[src/bxz_pkg.sv]
/*
 * Package for the bit exclusive-OR, bit-test-skip-clear and long call execution block.
 * Assumes a nibble-wide data memory with 12-bit addresses and a 14-bit program counter.
 */
`default_nettype none
package bxz_pkg;
    // First-byte opcodes.
    localparam logic [7:0]  OPC_BIT_XOR   = 8'hF7;
    localparam logic [7:0]  OPC_BIT_TSC   = 8'hFD;
    localparam logic [7:0]  OPC_LCALL     = 8'hDB;
    // Second-byte form fields, bits 7-6; indexed-form pad, bits 5-4.
    localparam logic [1:0]  FORM_HIGH     = 2'h0;
    localparam logic [1:0]  FORM_INDEX    = 2'h1;
    localparam logic [1:0]  FORM_FIXB     = 2'h2;
    localparam logic [1:0]  FORM_FIXF     = 2'h3;
    localparam logic [1:0]  INDEX_PAD     = 2'h0;
    localparam logic [1:0]  LCALL_TAG     = 2'h1;
    // Address pages.
    localparam logic [3:0]  INDEX_PAGE    = 4'hF;
    localparam logic [1:0]  INDEX_TOP     = 2'h3;
    localparam logic [7:0]  PAGE_FIXB     = 8'hFB;
    localparam logic [7:0]  PAGE_FIXF     = 8'hFF;
    localparam logic [3:0]  HIGH_PAGE     = 4'h0;
    localparam logic [3:0]  STACK_PAGE    = 4'h0;
    // Call arithmetic and cycle counts.
    localparam logic [13:0] RET_OFS       = 14'h0003;
    localparam logic [7:0]  SP_DROP       = 8'h06;
    localparam logic [1:0]  PUSH_LAST     = 2'h2;
    localparam int          BIT_OP_CYCLES = 2;
    localparam int          LCALL_CYCLES  = 4;
    // Reset values.
    localparam logic [13:0] PC_RST        = 14'h0000;
    localparam logic [7:0]  SP_RST        = 8'h00;
    localparam logic [1:0]  CNT_RST       = 2'h0;

    typedef enum {ST_IDLE, ST_BIT_RD, ST_BIT_WB, ST_SKIP, ST_CALL_PUSH, ST_CALL_JMP} bxz_state_t;
    typedef enum logic [1:0] {OP_NONE, OP_XOR, OP_TSC, OP_CALL} bxz_op_t;

    typedef struct packed {
        logic [7:0] b0;
        logic [7:0] b1;
        logic [7:0] b2;
    } bxz_instr_t;

    typedef struct packed {
        logic [13:0] pc;
        logic [7:0]  sp;
        logic [3:0]  l;
        logic [3:0]  h;
        logic        carry;
        logic        mbank;
        logic        rbank;
    } bxz_ctx_t;

    typedef struct packed {
        logic        rd;
        logic        wr;
        logic        pair;
        logic [11:0] addr;
        logic [11:0] addr_hi;
        logic [7:0]  wdata;
    } bxz_mem_t;
endpackage : bxz_pkg
`default_nettype wire

[src/bxz_bit_addr.sv]
/*
 * Bit operand address decoder for the four bit-addressing forms.
 * Assumes the caller has already checked the first opcode byte.
 */
`timescale 1ns/100ps
`default_nettype none
module bxz_bit_addr (
    // Operand inputs.
    input  wire logic [7:0]  opc1,
    input  wire logic [3:0]  l,
    input  wire logic [3:0]  h,
    // Decoded operand.
    output logic      [11:0] addr,
    output logic      [1:0]  bit_sel,
    output logic             ok
);
    import bxz_pkg::*;

    always_comb begin
        addr    = 12'h000;
        bit_sel = opc1[5:4];
        ok      = 1'b1;
        case (opc1[7:6])
            FORM_INDEX: begin
                addr    = {INDEX_PAGE, INDEX_TOP, opc1[3:0], l[3:2]};
                bit_sel = l[1:0];
                ok      = (opc1[5:4] == INDEX_PAD);
            end
            FORM_HIGH: begin
                addr = {HIGH_PAGE, h, opc1[3:0]};
            end
            FORM_FIXB: begin
                addr = {PAGE_FIXB, opc1[3:0]};
            end
            default: begin
                addr = {PAGE_FIXF, opc1[3:0]};
            end
        endcase
    end
endmodule : bxz_bit_addr
`default_nettype wire

[src/bxz_stack_pair.sv]
/*
 * Builds one two-nibble stack write of the long call context push.
 * Assumes stack locations live in page zero and wrap within 256 nibbles.
 */
`timescale 1ns/100ps
`default_nettype none
module bxz_stack_pair (
    // Push context.
    input  wire logic [1:0]  step,
    input  wire logic [7:0]  sp,
    input  wire logic [13:0] ret,
    input  wire logic        mbank,
    input  wire logic        rbank,
    // Pair write.
    output logic      [11:0] addr_lo,
    output logic      [11:0] addr_hi,
    output logic      [7:0]  wdata
);
    import bxz_pkg::*;

    logic [7:0] lo;
    logic [7:0] hi;

    always_comb begin
        lo      = sp - {5'h00, 2'(step + 2'h1), 1'b0};
        hi      = 8'(lo + 8'h01);
        addr_lo = {STACK_PAGE, lo};
        addr_hi = {STACK_PAGE, hi};
        case (step)
            2'h0: wdata = {4'h0, 2'h0, mbank, rbank};
            2'h1: wdata = ret[7:0];
            default: wdata = {2'h0, ret[13:12], ret[11:8]};
        endcase
    end
endmodule : bxz_stack_pair
`default_nettype wire

[src/bxz_exec.sv]
/*
 * Execution unit for bit exclusive-OR, bit-test-skip-clear and the long subroutine call.
 * Assumes a data memory with combinational read in the cycle the read request stands,
 * and writes taken on the clock edge that ends the request cycle.
 */
`timescale 1ns/100ps
`default_nettype none
module bxz_exec (
    // Clock and reset.
    input  wire logic               REF_CLK,
    input  wire logic               RSTN,
    // Instruction issue.
    input  wire logic               START,
    input  wire bxz_pkg::bxz_instr_t INSTR,
    input  wire bxz_pkg::bxz_ctx_t  CTX_IN,
    input  wire logic [1:0]         NEXT_LEN,
    // Data memory.
    output var bxz_pkg::bxz_mem_t   MEM_REQ,
    input  wire logic [3:0]         MEM_RDATA,
    // Core state updates.
    output logic                    CARRY_OUT,
    output logic                    CARRY_WE,
    output logic [13:0]             PC_OUT,
    output logic                    PC_WE,
    output logic [7:0]              SP_OUT,
    output logic                    SP_WE,
    // Status.
    output logic                    BUSY,
    output logic                    DONE,
    output logic                    SKIP_TAKEN,
    output logic                    BAD_OP
);
    import bxz_pkg::*;

    bxz_state_t  state_r, state_nxt;
    bxz_op_t     op_r, op_nxt, dec_op;
    bxz_ctx_t    ctx_r, ctx_nxt, ctx_src;
    bxz_mem_t    mem_r, mem_nxt;
    logic [13:0] target_r, target_nxt;
    logic [1:0]  bit_r, bit_nxt;
    logic [1:0]  step_r, step_nxt, step_sel;
    logic [1:0]  cnt_r, cnt_nxt, len_eff;
    logic        carry_r, carry_nxt;
    logic        carry_we_r, carry_we_nxt;
    logic [13:0] pc_r, pc_nxt;
    logic        pc_we_r, pc_we_nxt;
    logic [7:0]  sp_r, sp_nxt;
    logic        sp_we_r, sp_we_nxt;
    logic        busy_r, busy_nxt;
    logic        done_r, done_nxt;
    logic        skip_r, skip_nxt;
    logic        bad_r, bad_nxt;
    logic        rbit;
    logic        call_ok;
    logic [11:0] ba_addr;
    logic [1:0]  ba_bit;
    logic        ba_ok;
    logic [11:0] sp_addr_lo;
    logic [11:0] sp_addr_hi;
    logic [7:0]  sp_wdata;
    logic [13:0] ret_src;
    logic [13:0] ret_w;

    bxz_bit_addr u_bit_addr (
        .opc1    (INSTR.b1),
        .l       (CTX_IN.l),
        .h       (CTX_IN.h),
        .addr    (ba_addr),
        .bit_sel (ba_bit),
        .ok      (ba_ok)
    );

    assign ctx_src  = (state_r == ST_IDLE) ? CTX_IN : ctx_r;
    assign ret_src  = 14'(ctx_src.pc + RET_OFS);
    assign ret_w    = 14'(ctx_r.pc + RET_OFS);
    assign step_sel = (state_r == ST_IDLE) ? 2'h0 : 2'(step_r + 2'h1);

    bxz_stack_pair u_stack_pair (
        .step    (step_sel),
        .sp      (ctx_src.sp),
        .ret     (ret_src),
        .mbank   (ctx_src.mbank),
        .rbank   (ctx_src.rbank),
        .addr_lo (sp_addr_lo),
        .addr_hi (sp_addr_hi),
        .wdata   (sp_wdata)
    );

    assign call_ok = (INSTR.b1[7:6] == LCALL_TAG);
    assign rbit    = MEM_RDATA[bit_r];
    assign len_eff = (NEXT_LEN == 2'h0) ? 2'h1 : NEXT_LEN;

    always_comb begin
        case (INSTR.b0)
            OPC_BIT_XOR: dec_op = OP_XOR;
            OPC_BIT_TSC: dec_op = OP_TSC;
            OPC_LCALL:   dec_op = OP_CALL;
            default:     dec_op = OP_NONE;
        endcase
    end

    always_comb begin
        state_nxt    = state_r;
        op_nxt       = op_r;
        ctx_nxt      = ctx_r;
        target_nxt   = target_r;
        bit_nxt      = bit_r;
        step_nxt     = step_r;
        cnt_nxt      = cnt_r;
        carry_nxt    = carry_r;
        pc_nxt       = pc_r;
        sp_nxt       = sp_r;
        mem_nxt      = '0;
        carry_we_nxt = 1'b0;
        pc_we_nxt    = 1'b0;
        sp_we_nxt    = 1'b0;
        done_nxt     = 1'b0;
        skip_nxt     = 1'b0;
        bad_nxt      = 1'b0;
        case (state_r)
            ST_IDLE: begin
                if (START) begin
                    ctx_nxt = CTX_IN;
                    op_nxt  = dec_op;
                    if ((dec_op == OP_XOR || dec_op == OP_TSC) && ba_ok) begin
                        state_nxt    = ST_BIT_RD;
                        bit_nxt      = ba_bit;
                        mem_nxt.rd   = 1'b1;
                        mem_nxt.addr = ba_addr;
                    end else if (dec_op == OP_CALL && call_ok) begin
                        state_nxt       = ST_CALL_PUSH;
                        step_nxt        = 2'h0;
                        target_nxt      = {INSTR.b1[5:0], INSTR.b2};
                        mem_nxt.wr      = 1'b1;
                        mem_nxt.pair    = 1'b1;
                        mem_nxt.addr    = sp_addr_lo;
                        mem_nxt.addr_hi = sp_addr_hi;
                        mem_nxt.wdata   = sp_wdata;
                    end else begin
                        bad_nxt = 1'b1;
                    end
                end
            end
            ST_BIT_RD: begin
                state_nxt = ST_BIT_WB;
                if (op_r == OP_XOR) begin
                    carry_nxt    = ctx_r.carry ^ rbit;
                    carry_we_nxt = 1'b1;
                    done_nxt     = 1'b1;
                end else begin
                    mem_nxt.wr    = 1'b1;
                    mem_nxt.addr  = mem_r.addr;
                    mem_nxt.wdata = {4'h0, MEM_RDATA & ~(4'h1 << bit_r)};
                    skip_nxt      = rbit;
                    done_nxt      = !rbit;
                end
            end
            ST_BIT_WB: begin
                if (skip_r) begin
                    state_nxt = ST_SKIP;
                    cnt_nxt   = len_eff;
                    done_nxt  = (len_eff == 2'h1);
                end else begin
                    state_nxt = ST_IDLE;
                end
            end
            ST_SKIP: begin
                if (cnt_r == 2'h1) begin
                    state_nxt = ST_IDLE;
                end else begin
                    cnt_nxt  = 2'(cnt_r - 2'h1);
                    done_nxt = (cnt_r == 2'h2);
                end
            end
            ST_CALL_PUSH: begin
                if (step_r == PUSH_LAST) begin
                    state_nxt = ST_CALL_JMP;
                    pc_nxt    = target_r;
                    pc_we_nxt = 1'b1;
                    sp_nxt    = ctx_r.sp - SP_DROP;
                    sp_we_nxt = 1'b1;
                    done_nxt  = 1'b1;
                end else begin
                    step_nxt        = step_sel;
                    mem_nxt.wr      = 1'b1;
                    mem_nxt.pair    = 1'b1;
                    mem_nxt.addr    = sp_addr_lo;
                    mem_nxt.addr_hi = sp_addr_hi;
                    mem_nxt.wdata   = sp_wdata;
                end
            end
            ST_CALL_JMP: begin
                state_nxt = ST_IDLE;
            end
            default: begin
                state_nxt = ST_IDLE;
            end
        endcase
        busy_nxt = (state_nxt != ST_IDLE);
    end

    always_ff @(posedge REF_CLK or negedge RSTN) begin
        if (!RSTN) begin
            state_r    <= ST_IDLE;
            op_r       <= OP_NONE;
            ctx_r      <= '0;
            target_r   <= PC_RST;
            bit_r      <= 2'h0;
            step_r     <= 2'h0;
            cnt_r      <= CNT_RST;
            mem_r      <= '0;
            carry_r    <= 1'b0;
            carry_we_r <= 1'b0;
            pc_r       <= PC_RST;
            pc_we_r    <= 1'b0;
            sp_r       <= SP_RST;
            sp_we_r    <= 1'b0;
            busy_r     <= 1'b0;
            done_r     <= 1'b0;
            skip_r     <= 1'b0;
            bad_r      <= 1'b0;
        end else begin
            state_r    <= state_nxt;
            op_r       <= op_nxt;
            ctx_r      <= ctx_nxt;
            target_r   <= target_nxt;
            bit_r      <= bit_nxt;
            step_r     <= step_nxt;
            cnt_r      <= cnt_nxt;
            mem_r      <= mem_nxt;
            carry_r    <= carry_nxt;
            carry_we_r <= carry_we_nxt;
            pc_r       <= pc_nxt;
            pc_we_r    <= pc_we_nxt;
            sp_r       <= sp_nxt;
            sp_we_r    <= sp_we_nxt;
            busy_r     <= busy_nxt;
            done_r     <= done_nxt;
            skip_r     <= skip_nxt;
            bad_r      <= bad_nxt;
        end
    end

    assign MEM_REQ    = mem_r;
    assign CARRY_OUT  = carry_r;
    assign CARRY_WE   = carry_we_r;
    assign PC_OUT     = pc_r;
    assign PC_WE      = pc_we_r;
    assign SP_OUT     = sp_r;
    assign SP_WE      = sp_we_r;
    assign BUSY       = busy_r;
    assign DONE       = done_r;
    assign SKIP_TAKEN = skip_r;
    assign BAD_OP     = bad_r;
endmodule : bxz_exec
`default_nettype wire

[config.mk]
export PLATFORM = sky130hd
export DESIGN_NAME = bxz_exec
export DESIGN_NICKNAME = d
export VERILOG_FILES = /design/src/bxz_pkg.sv /design/src/bxz_bit_addr.sv /design/src/bxz_stack_pair.sv /design/src/bxz_exec.sv
export SDC_FILE = /design/constraint.sdc
export NUM_CORES = 1
export LEC_CHECK = 0
export ABC_CLOCK_PERIOD_IN_PS = 4200
export BUFFER_PORTS_ARGS = -buffer_cell sky130_fd_sc_hd__buf_4
export CORE_ASPECT_RATIO = 1.75
export CORE_MARGIN = 3
export CORE_UTILIZATION = 50
export DETAILED_ROUTE_END_ITERATION = 10
export PLACE_DENSITY = 0.75
export SLEW_MARGIN = 20
export SYNTH_ARGS = -nofsm -noshare
export SYNTH_HDL_FRONTEND = slang
export SYNTH_SLANG_ARGS = --single-unit
[constraint.sdc]
create_clock -name REF_CLK -period 4.2 [get_ports REF_CLK]
set_clock_uncertainty 0.15 [all_clocks]
set_input_delay 0 -clock REF_CLK [delete_from_list [all_inputs] [get_ports REF_CLK]]
set_output_delay 0 -clock REF_CLK [all_outputs]
set_load 0.02 [all_outputs]
; Word level (Yosys, flattened, before mapping)
; Cells that the tools add are included.
[op_classes]
reduce_logical = 20
magnitude_cmp = 1
muxes = 55
eq_ne = 25
bitwise_logic = 4
n_shift = 1
add_sub_neg = 7
[ops]
columns = operator, count
row1 = $mux W32, 5
row2 = $pmux W32 S5, 1
row3 = $pmux W12 S3, 2
row4 = $mux W34, 2
row5 = $eq A32 B2 Y1 const B, 2
row6 = $logic_not A32 Y1, 2
row7 = $mux W35, 1
row8 = $mux W33, 1
row9 = $eq A32 B1 Y1 const B, 1
row10 = $eq A32 B3 Y1 const B, 1
row11 = $reduce_bool A32 Y1, 1
row12 = $eq A8 B8 Y1 const B, 3
row13 = $mux W12, 2
row14 = $pmux W12 S2, 1
row15 = $pmux W8 S3, 1
row16 = $mux W2, 11
row17 = $mux W20, 1
row18 = $mux W1, 18
row19 = $pmux W8 S2, 1
row20 = $add A14 B2 Y14 const B, 1
row21 = $ne A2 B2 Y1 const B, 7
row22 = $eq A2 B1 Y1 const B, 6
row23 = $eq A2 B2 Y1 const B, 5
row24 = $add A8 B1 Y8 const B, 1
row25 = 26 further kinds, 36
[totals]
out_inout_bits = 65
ff_bits = 151

; Logic depth before layout (Yosys ltp)
; Gate-level depths: netlist (run 1).
[logic_depth]
word_depth = 9
mapped_depth = 16
mapped_depth_nobuf = 13

; Hierarchy
; From an unflattened synthesis (run 1), not the netlist that was laid out.
[unflattened]
hier_cells = 575
area_unflattened_um2 = 6995.5
[modules_own_cells]
columns = mod, area_per_inst_um2, instances, seq_area_each_um2, cells_each
row1 = bxz_exec, 6319.8, 1, 3578.4, 491
row2 = bxz_stack_pair, 480.5, 1, 0.0, 64
row3 = bxz_bit_addr, 195.2, 1, 0.0, 20

; Worst setup path after synthesis (run 1)
; OpenSTA, ideal clock, no wires.
[synth_path]
kind = register to register
from = reg state_r[23]
to = reg mem_r, in the netlist MEM_REQ[14]
setup_slack_ns = 0.210
stages_incl_launch_ff = 16
n_path_buf = 3
setup_ns = 0.119
arrival_ns = 3.722
path_cell_list = dfrtp_1 > nor4_2 > nand4b_2 > or3_4 > buf_6 > buf_2 > buf_2 > nand2b_1 > ha_1 > ha_1 > a211oi_1 > xor2_1 > mux2_2 > nor4bb_1 > a21oi_1 > o21a_1
[synth_rtl]
columns = element, line
row1 = start: declaration, bxz_exec.sv:35  ; bxz_state_t state_r, state_nxt;
row2 = start signal: assignment, bxz_exec.sv:223  ; state_r <= state_nxt;
row3 = end signal: assignment, bxz_exec.sv:230  ; mem_r <= mem_nxt;
row4 = end: declaration, bxz_exec.sv:38  ; bxz_mem_t mem_r, mem_nxt;

==> results of run 1 <==
power groups by stage:
| stage | Combinational [mW] | Sequential [mW] | Clock [mW] |
|---|---|---|---|
| floorplan | 0.0323 | 1.35 | 0 |
| global placement | 0.121 | 1.35 | 0 |
| detailed placement | 0.123 | 1.36 | 0 |
| CTS | 0.169 | 1.33 | 1.40 |
| global route | 0.186 | 1.33 | 1.46 |
| finish | 0.171 | 1.33 | 1.39 |
cells in the final DEF (no fill, tap or decap), types with 14 or more instances in the layout:
cell / instances
dfrtp_1: 136
conb_1: 33
a21oi_1: 14
mux2i_1: 28
clkbuf_16: 17
dlygate4sd3_1: 62
nand2_1: 88
buf_4: 139
nor2_1: 27
xor2_1: 17
o21ai_0: 20
mux2_2: 46
cell families (layout without fill, tap and decap cells):
group	count (synthesis)	after routing	synth area share, %
and+or+nand+nor	204	204	16.3
muxes	76	76	13.1
DFF	136	136	53.0
buffers and inverters	46	246	3.45
xor gates and xnor gates	30	30	4.21
AOI/OAI and AO/OA	72	72	7.37
other	1	34	0.0584
adders and majority gates	12	12	2.46
metrics by stage:
stage	hold WS, ps	util (%)	instances
floorplan	-446	-	609
global placement	11.2	61.0	884
detailed placement	13.3	61.0	884
CTS	0.337	70.4	975
global route	62.7	70.6	977
finish	25.5	70.6	978
state kept, by name, indices dropped and copies added, names as in the netlist:
name	count
op_r	2
ctx_r	25
SKIP_TAKEN	1
state_r	32
CARRY_OUT	1
CARRY_WE	1
target_r	14
DONE	1
BAD_OP	1
SP_OUT	8
step_r	2
BUSY	1
cnt_r	2
bit_r	2
MEM_REQ	28
SP_WE	1
PC_OUT	14
tightest hold or removal path, delay by kind of cell:
kind | cells | cell delay, ps
buf+inv | 1 | 90
mux | 1 | 60
compound gates | 2 | 390
metal layers:
metal	wire length, um	vias up	track usage [%]
met1	6150	2590	25.9
met4	848	0	15.0
met5	0	-	0
met3	736	52	5.41
li1	-	2421	-
met2	9890	158	46.7
how the worst max path moves through the flow:
stage	startpoint	end	slack, ps
after floorplan	state_r[23]	MEM_REQ[14]	210
after global placement	state_r[14]	MEM_REQ[14]	350
after detailed placement	state_r[14]	MEM_REQ[14]	220
after CTS	state_r[14]	MEM_REQ[14]	200
after global routing	state_r[17]	MEM_REQ[14]	60
final	state_r[21]	MEM_REQ[14]	310
cell type report:
cell class / count / area (um2) / share of cell area, %
flip-flops and latches: 136 / 3400 / 38.6
multi-input cells: 427 / 2930 / 33.2
repair buffers: 202 / 1680 / 19.0
clock buffers: 27 / 513 / 5.81
well taps: 168 / 210 / 2.38
inverters: 15 / 56.3 / 0.638
clock inverters: 2 / 37.5 / 0.425
diodes: 1 / 2.50 / 0.0284
timing repair:
item / in CTS / in global routing
setup buffers: 0 / 2
hold endpoints to repair: 170 / 0
setup endpoints to repair: 0 / 2
hold buffers: 62 / 0
gates resized for setup: 0 / 1
==> metrics.cfg, run 1 <==
[hold_path]
hp-start=CTX_IN[3]
hold_path_depth=4
worstHoldEndpoint=MEM_REQ[24]
hp-class=in -> reg

[synthesis]
yosys-top-cells-area=dfrtp_1 53%, mux2_2 8.1%, nand2_1 5.1%, mux2i_1 4.4%, xor2_1 2.3%
synth-main-ff-cell=dfrtp_1
synth-seq-area-share_pct=53.0
ys_async_sr_fraction_pct=100
netlist-cell-type-count=62
synth_commonest_cells=136 x dfrtp_1, 88 x nand2_1, 46 x mux2_2
syn-mean-instance-area_um2=11.1
ys_ff_latch=136
syn-instance-count=577
netlist_area_um2=6420
synth_edf_count=0
yosysTopAreaCellShare_pct=53.0
yosysTopAreaCell=dfrtp_1
synth_most_common_cell=dfrtp_1
ys_warn_count=0

[floorplanning]
dieArea_um2=14300
die_y_um=156
fp-row-count=54
initial_utilization_pct=51.3
ioPinCount=131
die_w_um=91.6
core_area_um2=12500

[sta]
finalCritPeriodShare_pct=92.7
worstMarginPinSlew_ps=916
hold_viol=0
min_period_ps=3890
rsz0062_at_grt=false
setup_ws_ps=308
slew_violations=0
maxSlewHeadroom_pct=38.9
finalSetupViolCount=0
fin_tns_setup_ps=0
clock.fmax_ghz=0.257

[clocking]
cts_root_buffer=clkbuf_16
cts_tree=done
clk_pin_slew_worst_paths_ps=50
cts_made_buffers=17
cts_sinks=136
clock_tree.buffer_depth=2
clock_latency_ps=410
h-tree-depth=4

[place]
place_ws_ps=216
postPlaceCellArea_um2=7630
dp_hpwl_mm=12.6
place_congestion=0.993
portBuffers=126

[setup_path]
worstSetupPathDepth=12
r2r_setup_slack_ps=310
path_common_cell=ha_1
cp-end-kind=register
path_cells=nor4_2 > nand4b_2 > or3_4 > nand2b_1 > ha_1 > ha_1 > a211oi_1 > xor2_1 > mux2_2 > nor4bb_2 > a21oi_1 > o21a_1
reg2reg_to=MEM_REQ[14]
reg2reg_from=state_r[21]
cp_slowest_cell=or3_4
critical-path-top-delay-family=simple AND/OR/NAND/NOR gates
cp-start-kind=register
worstSetupPathType=reg -> reg
max_stage_delay_ps=550
ff2ff_path_depth=12
worstPathArrival_ps=4030
path_buf_inv=0
critPathRequiredTime_ps=4340
critPathMaxFanout=10

[detailed_routing]
routed_wirelength_mm=17.6
wire_per_inst_um=18.0
via_per_inst=5.34
firstDrtPassIters=4
drt_iter0_drc=265
dr_total_vias=5221
drcViolationCount=0
ant_nets=0

[grt]
antenna_found_initial=0
grtUsageTotal_pct=25.4
grt-ovfl-total=0
grt_max_degree=105
grt_pass1_vias=5466
grt_pass1_wl_mm=27.7

[power]
seqPwrFrac_pct=46.1
p_leak_nw=4.48
p_switching_mw=0.590
swShare_pct=20.4
power_density_nw_per_um2=327
ir_drop_mv=0.322
power_mw=2.89
combPwrFrac_pct=5.9
clkPwrFrac_pct=48.0
internal_power_mw=2.30

[cells_and_area]
synthToLayoutAreaGrowth_pct=37.5
fillers=918
final_nets=877
final_area_um2=8820
drive_gt1_share_pct=28.6

[run]
drv_cap=0

[outcome]
outcome=completed

Power figures use the tool's default switching activity.
==> run 2, diff against run 1 <==
- ABC_AREA: not set -> 1
- PLACE_DENSITY: 0.75 -> 0.74
==> run 2 against run 1 <==
Compared with the run above:
- flip-flop and latch count stayed put
- die area up 3.1%
- sequential power about the same
- sequential share of layout area shrank 0.77 points
- via count up 14%
- setup slack gained 81 ps
- clock power increased by 7%
- fmax up 2.1%
- non-clock buffer count down 7
- first-iteration DRC count up 22%
- worst hold slack better by 79 ps
- combinational power grew 53%
- largest cell class unchanged
- highest routed layer unchanged
==> metrics.cfg, run 2 <==
[grt]
grtUsageTotal_pct=25.3
grt_pass1_wl_mm=28.6
met2_usage_pct=46.1
grt_util_met3_pct=5.30
antenna_found_initial=0
top_usage_layer=met2
grt_max_degree=103
grt_pass1_vias=6044
met1_usage_pct=26.2
grt-ovfl-total=0

[floorplanning]
ioPinCount=131
initial_utilization_pct=51.2
die_y_um=158
fp-row-count=55
dieArea_um2=14700
core_area_um2=12900
die_w_um=93.0

[detailed_routing]
drcViolationCount=0
wire_per_inst_um=14.8
dr_total_vias=5966
drt_iter0_drc=322
ant_nets=0
firstDrtPassIters=6
routed_wirelength_mm=17.7
via_per_inst=4.99

[sta]
maxSlewHeadroom_pct=37.0
setup_ws_ps=390
fin_tns_setup_ps=0
clock.fmax_ghz=0.262
hold_viol=0
finalCritPeriodShare_pct=90.7
slew_violations=0
min_period_ps=3810
finalSetupViolCount=0
rsz0062_at_grt=false
worstMarginPinSlew_ps=943

[clocking]
cts_resized=0
cts_root_buffer=clkbuf_16
post_cts_buffers=0
clk_pin_slew_worst_paths_ps=70
h-tree-depth=4
cts_sinks=136
clock_tree.buffer_depth=2
cts_made_buffers=17
postCtsHoldBufs=65
clock_latency_ps=430
cts_tree=done

[hold_path]
hp-class=in -> async

[setup_path]
reg2reg_from=state_r[21]
worstSetupPathType=reg -> reg
cp-end-kind=register
critPathRequiredTime_ps=4360
ff2ff_path_depth=16
cp-start-kind=register
worstPathArrival_ps=3970
r2r_setup_slack_ps=390
reg2reg_to=MEM_REQ[0]
critPathMaxFanout=32

[power]
ir_drop_mv=0.291
power_density_nw_per_um2=345
p_leak_nw=4.76
power_mw=3.11

[synthesis]
synth-main-ff-cell=dfrtp_1
ys_warn_count=0
ys_ff_latch=136
yosysTopAreaCellShare_pct=51.3
netlist-cell-type-count=46
yosysTopAreaCell=dfrtp_1
netlist_area_um2=6630
synth_commonest_cells=235 x nand2_1, 136 x dfrtp_1, 95 x inv_1
syn-instance-count=795
yosys-top-cells-area=dfrtp_1 51%, nand2_1 13%, inv_1 5.4%, o21ai_0 5.2%, nor2_1 3.9%
ys_async_sr_fraction_pct=100
synth_most_common_cell=nand2_1
synth_edf_count=0
syn-mean-instance-area_um2=8.34
synth-seq-area-share_pct=51.3

[outcome]
outcome=completed

[place]
dp_hpwl_mm=12.2
place_ws_ps=889
portBuffers=126
place_congestion=0.935

[run]
drv_cap=0

[cells_and_area]
largest_reg_flops=32
antennaDiodeCount=0
drive_gt1_share_pct=20.3
final_nets=1089
synthToLayoutAreaGrowth_pct=35.8
final_cell_mix=235 x nand2_1, 136 x dfrtp_1, 129 x buf_4
largest_register=state_r
final_common_cell=nand2_1

==> run 2: cell types whose count changed after synthesis, sizes merged, moves of 11 or more <==
| cell | before | now |
|---|---|---|
| o21ai | 20 | 86 |
| mux2i | 29 | 2 |
| inv | 14 | 97 |
| nand3 | 12 | 28 |
| mux2 | 46 | 10 |
| nor2 | 27 | 81 |
| nand2 | 89 | 245 |
| xor2 | 18 | 5 |
| xnor2 | 12 | 1 |
==> run 2: cell type report <==
cell class	instances	area, um2
Fill cell	1031	3930
Sequential cell	136	3400
Multi-Input combinational cell	563	2800
Timing Repair Buffer	195	1630
Clock buffer	18	439
Inverter	98	368
Tap cell	171	214
Clock inverter	14	151
==> run 2: logic make-up after synthesis <==
logic type | Yosys count | synth area share, %
xor+xnor | 6 | 0.793
buf+inv | 128 | 8.28
other cells | 1 | 0.0566
simple gates | 381 | 24.8
mux | 12 | 2.00
compound gates | 119 | 10.3
flops | 136 | 51.3
fa+ha+maj | 12 | 2.38
==> run 2: critical path, stage by stage, from the launching register on <==
cell and delay [ps]:
dfrtp_1 380, nor2_1 130, nand2_1 70, nor2_1 150
nand2_2 210, nor2_8 360, buf_4 380, o21ai_1 150
ha_1 230, nand3b_1 230, nor2_1 270, nand2_1 90
nand2_1 60, nand3_1 70, nand3_1 90, o21ai_0 80
dlygate4sd3_1 570
==> run 2: worst max-delay path by stage <==
stage	from	endpoint	depth (start not counted)
floorplan	state_r[3]	MEM_REQ[15]	20
global placement	state_r[17]	MEM_REQ[15]	18
detailed placement	state_r[21]	MEM_REQ[15]	18
CTS	state_r[21]	MEM_REQ[0]	16
global route	state_r[21]	MEM_REQ[0]	16
finish	state_r[21]	MEM_REQ[0]	16
==> run 2: per-stage QoR <==
step	instance area (um2)	hold WS, ps	cells	utilization, %
floorplan	6750	-446	827	-
global route	9000	197	1195	69.6
global placement	7760	27.0	1098	60.0
finish	9000	105	1195	69.6
CTS	9000	140	1195	69.6
detailed placement	7760	30.7	1098	60.0
==> run 2: routing by layer <==
layer | up-vias | wire (um)
met2 | 185 | 9500
met4 | 0 | 940
met5 | - | 0
met1 | 2797 | 6530
li1 | 2929 | -
met3 | 55 | 753
==> run 2: power by group <==
group | switching, mW | internal (mW) | leakage (nW)
registers | 0.0146 | 1.34 | 1.76
clock network | 0.637 | 0.858 | 0.287
logic | 0.144 | 0.118 | 2.72
